<file path="config.mk">
export PLATFORM = sky130hd
export DESIGN_NAME = io_line_passing_sampler
export DESIGN_NICKNAME = d
export VERILOG_FILES = /design/src/io_line_passing_sampler.v
export VERILOG_INCLUDE_DIRS = /design/src /design/src/inc
export SDC_FILE = /design/constraint.sdc
export NUM_CORES = 2
export LEC_CHECK = 0
export ABC_CLOCK_PERIOD_IN_PS = 9390
export BUFFER_PORTS_ARGS = -buffer_cell sky130_fd_sc_hd__buf_2
export CAP_MARGIN = 20
export CELL_PAD_IN_SITES_DETAIL_PLACEMENT = 2
export CELL_PAD_IN_SITES_GLOBAL_PLACEMENT = 2
export CORE_ASPECT_RATIO = 0.6
export CORE_MARGIN = 2
export CORE_UTILIZATION = 35
export CTS_BUF_LIST = sky130_fd_sc_hd__clkbuf_8
export CTS_CLUSTER_DIAMETER = 80
export CTS_CLUSTER_SIZE = 16
export DETAILED_ROUTE_END_ITERATION = 10
export PLACE_DENSITY_LB_ADDON = 0.1
export SETUP_SLACK_MARGIN = 0.2
export SYNTH_ARGS = -nofsm -noshare
export SYNTH_HDL_FRONTEND = slang
export SYNTH_SLANG_ARGS = --single-unit
</file>
<file path="constraint.sdc">
create_clock -name clk -period 9.39 [get_ports clk]
set_input_delay 0.939 -clock clk [delete_from_list [all_inputs] [get_ports clk]]
set_output_delay 0.939 -clock clk [all_outputs]
set_load 0.005 [all_outputs]
</file>
<file path="src/inc/io_line_passing_map.vh">
// constants for the i/o line passing sampler
`ifndef IO_LINE_PASSING_MAP_VH
`define IO_LINE_PASSING_MAP_VH
`define CLK_MHZ            250
`define MS_TICK_CYCLES     (`CLK_MHZ * 1000)
`define TICK100_MS         100
`define PWM_PERIOD_US      64
`define PWM_PERIOD_CYCLES  (`CLK_MHZ * `PWM_PERIOD_US)
`define PWM_MAX            10'h3ff
`define TIMEOUT_RESET      8'hff
`define MODE_DISABLED      2'h0
`define MODE_SIGNAL        2'h1
`define MODE_PULSE         2'h2
`define PIN_A_MODE_RESET   2'h1
`define PIN_B_MODE_RESET   2'h0
`define BROADCAST_SHORT    16'hffff
`define ALL_ONES_LONG      64'hffffffffffffffff
`define LONG_MARK          16'hffff
`define SAMPLE_W           88
`endif

</file>
<file path="src/io_line_passing_sampler.v">
// i/o line passing sampler: periodic sampling, output binding, timers, pulse outputs
`timescale 1ns/10ps
`include "io_line_passing_map.vh"

// -------------------------------------------------------------
// eight-word sample queue
// -------------------------------------------------------------
// head word is read straight from the array; a push shows one cycle later
module sample_fifo #(
	parameter WIDTH = 8,
	parameter DEPTH = 8,
	parameter AW    = 3
) (
	// system
	input  wire             clk,
	input  wire             reset,
	// write side
	input  wire             in_valid,
	output wire             in_ready,
	input  wire [WIDTH-1:0] in_data,
	// read side
	output wire             out_valid,
	input  wire             out_ready,
	output reg  [WIDTH-1:0] out_data
);
	reg [WIDTH-1:0] mem [0:DEPTH-1];
	reg [AW:0]      wr_q;
	reg [AW:0]      rd_q;
	wire            full  = (wr_q[AW-1:0] == rd_q[AW-1:0]) && (wr_q[AW] != rd_q[AW]);
	wire            empty = (wr_q == rd_q);
	wire            push  = in_valid && !full;
	wire            pop   = out_ready && !empty;

	assign in_ready  = !full;
	assign out_valid = !empty;

	always @* begin
		out_data = mem[rd_q[AW-1:0]];
	end

	always @(posedge clk) begin
		if (push)
			mem[wr_q[AW-1:0]] <= in_data;
		if (reset) begin
			wr_q <= {(AW+1){1'b0}};
			rd_q <= {(AW+1){1'b0}};
		end else begin
			if (push)
				wr_q <= wr_q + 1'b1;
			if (pop)
				rd_q <= rd_q + 1'b1;
		end
	end
endmodule // sample_fifo

// -------------------------------------------------------------
// sampler, binding filter, timers and pulse outputs
// -------------------------------------------------------------
module io_line_passing_sampler #(
	parameter MS_TICK_CYCLES = `MS_TICK_CYCLES
) (
	// system
	input  wire        clk,
	input  wire        reset,
	// configuration
	input  wire [15:0] sample_interval,
	input  wire        sample_interval_wr,
	input  wire [63:0] bound_source_address,
	input  wire [63:0] line_output_timeout,
	input  wire [1:0]  pulse_pin_a_mode,
	input  wire [1:0]  pulse_pin_b_mode,
	input  wire [31:0] dest_addr_high,
	input  wire [31:0] dest_addr_low,
	input  wire        framed_mode,
	input  wire [7:0]  digital_in_enable,
	input  wire [1:0]  analog_enable,
	input  wire [7:0]  default_level,
	input  wire [7:0]  digital_out_enable,
	// pins and converter
	input  wire [7:0]  digital_line_pin,
	input  wire [9:0]  analog_channel_zero,
	input  wire [9:0]  analog_channel_one,
	// sample stream toward the radio
	output wire        tx_valid,
	input  wire        tx_ready,
	output wire [87:0] tx_data,
	// received i/o samples
	input  wire        rx_valid,
	input  wire [63:0] rx_source,
	input  wire        rx_long_source,
	input  wire [7:0]  rx_digital,
	input  wire [9:0]  rx_analog_zero,
	input  wire [9:0]  rx_analog_one,
	// received sample toward host
	output reg         host_valid,
	output reg  [27:0] host_data,
	// outputs
	output reg  [7:0]  digital_line_out,
	output reg  [7:0]  digital_line_oe,
	output reg         pulse_out_a,
	output reg         pulse_out_b,
	output reg  [7:0]  timeout_expired
);
	reg  [7:0]  pin_s1_q;
	reg  [7:0]  pin_s2_q;
	reg  [17:0] ms_cnt_q;
	reg  [6:0]  tick100_cnt_q;
	reg         tick100_q;
	reg  [15:0] interval_cnt_q;
	reg         push_q;
	reg  [87:0] push_data_q;
	wire        push_ready;
	reg  [7:0]  level_q;
	reg  [7:0]  tmr_q [0:7];
	reg  [9:0]  duty_a_q;
	reg  [9:0]  duty_b_q;
	reg  [13:0] pwm_cnt_q;
	wire        ms_tick = (ms_cnt_q == MS_TICK_CYCLES - 1);
	wire        any_in  = (|digital_in_enable) || (|analog_enable);
	wire        blocked = (bound_source_address == `ALL_ONES_LONG);
	wire        open_bind = (bound_source_address[15:0] == `BROADCAST_SHORT)
				&& (bound_source_address[63:16] == 48'h0);
	wire        match   = source_match(rx_source, rx_long_source, bound_source_address);
	wire        accept  = rx_valid && !blocked && (open_bind || match);
	integer     i;

	// short sources compare only the low 16 bits; the long form needs all 64 bits
	function source_match;
		input [63:0] src;
		input        long_src;
		input [63:0] bound;
		begin
			if (long_src)
				source_match = (src == bound);
			else
				source_match = (src[15:0] == bound[15:0]);
		end
	endfunction

	// pulse mode decode, shared by duty capture and the output stage
	function is_pulse;
		input [1:0] mode;
		begin
			is_pulse = (mode == `MODE_PULSE);
		end
	endfunction

	// reload only when the passed level leaves the default; zero leaves it idle
	function [7:0] timer_load;
		input       level;
		input       dflt;
		input [7:0] tmo;
		begin
			timer_load = (level != dflt) ? tmo : 8'h0;
		end
	endfunction

	// duty compare: cnt/period < duty/1023, so full scale holds the pin high
	function pwm_level;
		input [9:0]  duty;
		input [13:0] cnt;
		begin
			pwm_level = (({10'h0, cnt} * {14'h0, `PWM_MAX})
				< ({14'h0, duty} * `PWM_PERIOD_CYCLES));
		end
	endfunction

	// -------------------------------------------------------------
	// timebase and pin synchronisers
	// -------------------------------------------------------------
	always @(posedge clk) begin
		pin_s1_q <= digital_line_pin;
		pin_s2_q <= pin_s1_q;
		if (reset) begin
			ms_cnt_q      <= 18'h0;
			tick100_cnt_q <= 7'h0;
			tick100_q     <= 1'b0;
			pwm_cnt_q     <= 14'h0;
		end else begin
			ms_cnt_q  <= ms_tick ? 18'h0 : ms_cnt_q + 18'h1;
			tick100_q <= 1'b0;
			if (ms_tick) begin
				if (tick100_cnt_q == `TICK100_MS - 1) begin
					tick100_cnt_q <= 7'h0;
					tick100_q     <= 1'b1;
				end else
					tick100_cnt_q <= tick100_cnt_q + 7'h1;
			end
			pwm_cnt_q <= (pwm_cnt_q == `PWM_PERIOD_CYCLES - 1) ? 14'h0 : pwm_cnt_q + 14'h1;
		end
	end

	// -------------------------------------------------------------
	// periodic sampler
	// -------------------------------------------------------------
	// word: dest high/low, enables, digital, both analog channels
	always @(posedge clk) begin
		if (reset) begin
			interval_cnt_q <= 16'h0;
			push_q         <= 1'b0;
			push_data_q    <= 88'h0;
		end else begin
			push_q <= 1'b0;
			if (sample_interval_wr)
				interval_cnt_q <= 16'h0;
			else if (sample_interval != 16'h0 && any_in && ms_tick) begin
				if (interval_cnt_q + 16'h1 >= sample_interval) begin
					interval_cnt_q <= 16'h0;
					// one-cycle push: a full queue loses the sample rather than stall
					push_q      <= 1'b1;
					push_data_q <= {10'h0, dest_addr_high[15:0], dest_addr_low[31:0],
						analog_enable, pin_s2_q & digital_in_enable,
						analog_enable[0] ? analog_channel_zero : 10'h0,
						analog_enable[1] ? analog_channel_one : 10'h0};
				end else
					interval_cnt_q <= interval_cnt_q + 16'h1;
			end
		end
	end

	sample_fifo #(
		.WIDTH (`SAMPLE_W),
		.DEPTH (8),
		.AW    (3)
	) u_fifo (
		.clk       (clk),
		.reset     (reset),
		.in_valid  (push_q),
		.in_ready  (push_ready),
		.in_data   (push_data_q),
		.out_valid (tx_valid),
		.out_ready (tx_ready),
		.out_data  (tx_data)
	);

	// -------------------------------------------------------------
	// received sample toward host
	// -------------------------------------------------------------
	// only framed hosts can parse a sample, so others never see one
	always @(posedge clk) begin
		if (reset) begin
			host_valid <= 1'b0;
			host_data  <= 28'h0;
		end else begin
			host_valid <= rx_valid && framed_mode;
			if (rx_valid && framed_mode)
				host_data <= {rx_digital, rx_analog_zero, rx_analog_one};
		end
	end

	// -------------------------------------------------------------
	// line passing, timeouts, pulse outputs
	// -------------------------------------------------------------
	always @(posedge clk) begin
		if (reset) begin
			level_q         <= 8'h0;
			duty_a_q        <= 10'h0;
			duty_b_q        <= 10'h0;
			timeout_expired <= 8'h0;
			for (i = 0; i < 8; i = i + 1)
				tmr_q[i] <= 8'h0;
		end else begin
			timeout_expired <= 8'h0;
			for (i = 0; i < 8; i = i + 1) begin
				if (accept) begin
					if (digital_out_enable[i]) begin
						level_q[i] <= rx_digital[i];
						tmr_q[i] <= timer_load(rx_digital[i], default_level[i],
							line_output_timeout[8*i +: 8]);
					end
				end else if (tick100_q && tmr_q[i] != 8'h0) begin
					tmr_q[i] <= tmr_q[i] - 8'h1;
					if (tmr_q[i] == 8'h1) begin
						timeout_expired[i] <= 1'b1;
						level_q[i]         <= default_level[i];
					end
				end
			end
			// zero load leaves the timer idle, holding the level
			if (accept && is_pulse(pulse_pin_a_mode))
				duty_a_q <= rx_analog_zero;
			if (accept && is_pulse(pulse_pin_b_mode))
				duty_b_q <= rx_analog_one;
		end
	end

	// -------------------------------------------------------------
	// pin drivers
	// -------------------------------------------------------------
	always @(posedge clk) begin
		if (reset) begin
			digital_line_out <= 8'h0;
			digital_line_oe  <= 8'h0;
			pulse_out_a      <= 1'b0;
			pulse_out_b      <= 1'b0;
		end else begin
			digital_line_out <= level_q;
			digital_line_oe  <= digital_out_enable;
			pulse_out_a      <= is_pulse(pulse_pin_a_mode) && pwm_level(duty_a_q, pwm_cnt_q);
			pulse_out_b      <= is_pulse(pulse_pin_b_mode) && pwm_level(duty_b_q, pwm_cnt_q);
		end
	end
endmodule // io_line_passing_sampler

</file>
==> impl_metrics.csv <==
group,metric,value,unit
clock_tree,cts-resized-gates,0,
clock_tree,clock_sinks,933,
power_and_ir_drop,powerDensity,138.6,mW/mm^2
setup_path,crit_type,"reg2reg",
yosys,synth-async-reset-ratio,0,%
layout,drive_above_1_share,23.84,%
floorplanning,row_count,101,
placed_design,hpwl,96930,um
timing,fmax,0.1426,GHz
route,drtIter0Drc,1564,
global_routing,grt_max_degree,105,
clock_tree,clkSlewWorstSetupHoldPaths,0.11,ns
timing,setup_viol,0,
yosys,yosysTopAreaCellShare,45.98,%
setup_path,cp_max_fo,8,
global_routing,grt_pass1_vias,31190,
floorplanning,die_h,281.5,um
clock_tree,post_cts_buffers,0,
setup_path,r2r_start,"pwm_cnt_q[6]",
yosys,synth_common_cells,"edfxtp_1 (688), nand2_1 (312), dfxtp_1 (245)",
power_and_ir_drop,intPower,5.335,mW
route,drc,0,
placed_design,placed_cells,5286,
floorplanning,die_width,466.6,um
yosys,syn_area,0.04493,sq mm
placed_design,port_buffers,482,
yosys,synth_most_common_cell,"edfxtp_1",
yosys,ys_types,75,
yosys,synth_area_leaders,"edfxtp_1 (46%), dfxtp_1 (11%), mux4_2 (7.8%), ha_1 (6.2%), fa_1 (5.7%)",
run_status,status,"finished, final reports clean",
placed_design,pre_cts_slack,2.339,ns
global_routing,grt_overflow,0,
clock_tree,htreeDepth,3,
global_routing,grt_usage,20.62,%
worst_hold_path,min_path_type,"in2reg",
yosys,synth_area_per_cell,14.09,sq um
route,avgViaCountPerCell,5.153,
timing,period_share,74.70,%
setup_path,crit_family,"adder cells",
setup_path,worstPathRequired,10.10,ns
timing,worst_pin_slew,1.140,ns
placed_design,place_congestion,0.9067,
yosys,yosysWarningCount,0,
setup_path,timing.critical_path.slowest_cell_delay,0.69,ns
clock_tree,cts_root_buffer,"clkbuf_8",
timing,skew,0.05788,ns
setup_path,setup.worst_path.end_class,"flop",
global_routing,antenna_found_initial,35,
timing,period_needed,7.014,ns
power_and_ir_drop,pwr-share-clk,31.0,%
timing,rsz0062_at_grt,"false",
placed_design,placed_cell_area,0.04926,sq mm
power_and_ir_drop,leakagePower,20.16,nW
clock_tree,cts-buffers-inserted,70,
clock_tree,cts-hold-fix-buffers,0,
clock_tree,cts_tree,"yes",
yosys,synth_edf_count,688,
route,totalWireLength,136400,um
setup_path,cpMaxStageDelayCell,"dfxtp_1",
timing,finalHoldViolations,0,
setup_path,cpMostUsedCell,"fa_1",
yosys,ys_seq_area_share,56.90,%
setup_path,crit_start,"pwm_cnt_q[6]",
timing,max_slew_margin,24.01,%
yosys,netlist.top_cell.by_area,"edfxtp_1",
power_and_ir_drop,ir_drop,97.67,uV
route,vias,28000,
setup_path,path_buf_inv,4,
worst_hold_path,min_from,"digital_line_pin[0]",
route,routedWlPerCell,25.10,um
timing,tns,0,ns
flow_run,max-cap-violations,0,
power_and_ir_drop,swShare,23.95,%
floorplanning,core,0.1269,sq mm
route,firstDrtPassIters,4,
layout,fillers,12820,
clock_tree,cts_buffer_depth,3,
global_routing,grt_pass1_wl,202900,um
floorplanning,initial_core_util,35.41,%
power_and_ir_drop,power.share.sequential,62.9,%
yosys,synthFlopType,"edfxtp_1",
setup_path,arrival,7.73,ns
layout,final_cells,5434,
timing,drv_slew,0,
timing,worst_slack,2.376,ns
route,postRouteAntennaNets,0,
clock_tree,clk_latency,0.77,ns
power_and_ir_drop,comb_power_share,6.1,%
floorplanning,io_pins,509,
layout,fin_nets,4380,
layout,design_area,0.05061,sq mm
power_and_ir_drop,power.net_switching,1.680,mW
yosys,syn_inst,3188,
setup_path,setup.worst_path.start_class,"flop",
floorplanning,dieArea,0.1313,sq mm
yosys,ys_ff_latch,933,
layout,area_growth,12.63,%
[cell type report]
class	instances	area, sq um	area share (%)
diodes	19	47.55	0.09395
clock buffers	72	991.0	1.958
clock inverters	54	290.3	0.5736
inverters	199	747.0	1.476
multi-input cells	1940	18130	35.83
flip-flops and latches	933	25580	50.54
well taps	1699	2126	4.201
repair buffers	518	2699	5.333
[flip-flops by register name, indices dropped and copies added (netlist names), 10 cells and up, named ones only]
signal          cells
push_data_q        78
interval_cnt_q     16
tmr_q              64
ms_cnt_q           18
duty_a_q           10
u_fifo.mem        624
host_data          28
duty_b_q           10
pwm_cnt_q          14
[kinds of logic after synthesis]
group / synth area share [%]
buffers and inverters: 2.955
other: 0.008346
muxes: 10.29
DFF: 56.90
AOI/OAI and AO/OA: 5.266
adders and majority gates: 11.99
and+or+nand+nor: 8.312
xor gates and xnor gates: 4.289
[power groups by stage]
stage | clock, mW | combinational (mW) | sequential [mW]
5_1_grt | 2.41 | 0.482 | 4.42
4_1_cts | 2.28 | 0.435 | 4.41
3_5_place_dp | 0 | 0.432 | 4.51
6_report | 2.17 | 0.429 | 4.41
2_1_floorplan | 0 | 0.231 | 4.50
3_3_place_gp | 0 | 0.415 | 4.50
[through the flow]
step	power [mW]	util [%]	hold slack, ns
finish	7.016	39.89	0.2953
global route	7.308	39.88	0.1888
CTS	7.129	39.83	0.1741
detailed placement	4.940	38.82	0.3144
global placement	4.919	38.82	0.3159
floorplan	4.733	-	0.3096
[layer usage]
| metal | track usage [%] | vias to the layer above | routed length (um) |
|---|---|---|---|
| li1 | - | 12670 | - |
| met1 | 29.42 | 14610 | 64070 |
| met2 | 32.34 | 557 | 62950 |
| met3 | 3.570 | 161 | 5942 |
| met4 | 5.834 | 14 | 3344 |
| met5 | 0 | - | 94 |
[final timing paths]
kind	endpoint	slack [ns]	cells past startpoint
hold reg to reg	pin_s2_q[5]	0.34	0
setup / recovery	pulse_out_a	2.38	25
setup reg to reg	pulse_out_a	2.38	25
hold / removal	pin_s1_q[0]	0.30	1
[placed cells by master (no fill, tap or decap), types with 10 or more instances in the layout]
cell	instances
xor2_1	117
o211ai_1	13
mux2i_1	23
nand4_1	39
nand2_1	312
nand3b_1	15
conb_1	10
nor3_1	37
clkbuf_8	72
a21o_1	19
o21ai_0	32
dfxtp_1	242
nand2b_1	17
inv_1	239
nand3_1	62
buf_4	33
or4_1	10
a21oi_1	161
xnor2_1	103
and3_1	13
nor2_1	113
buf_2	482
mux4_2	156
diode_2	19
fa_1	129
o2bb2ai_1	56
nor2b_1	21
ha_1	224
mux2_2	78
edfxtp_1	688
nor4_1	44
Note: power is estimated with default switching activity, not from simulation.
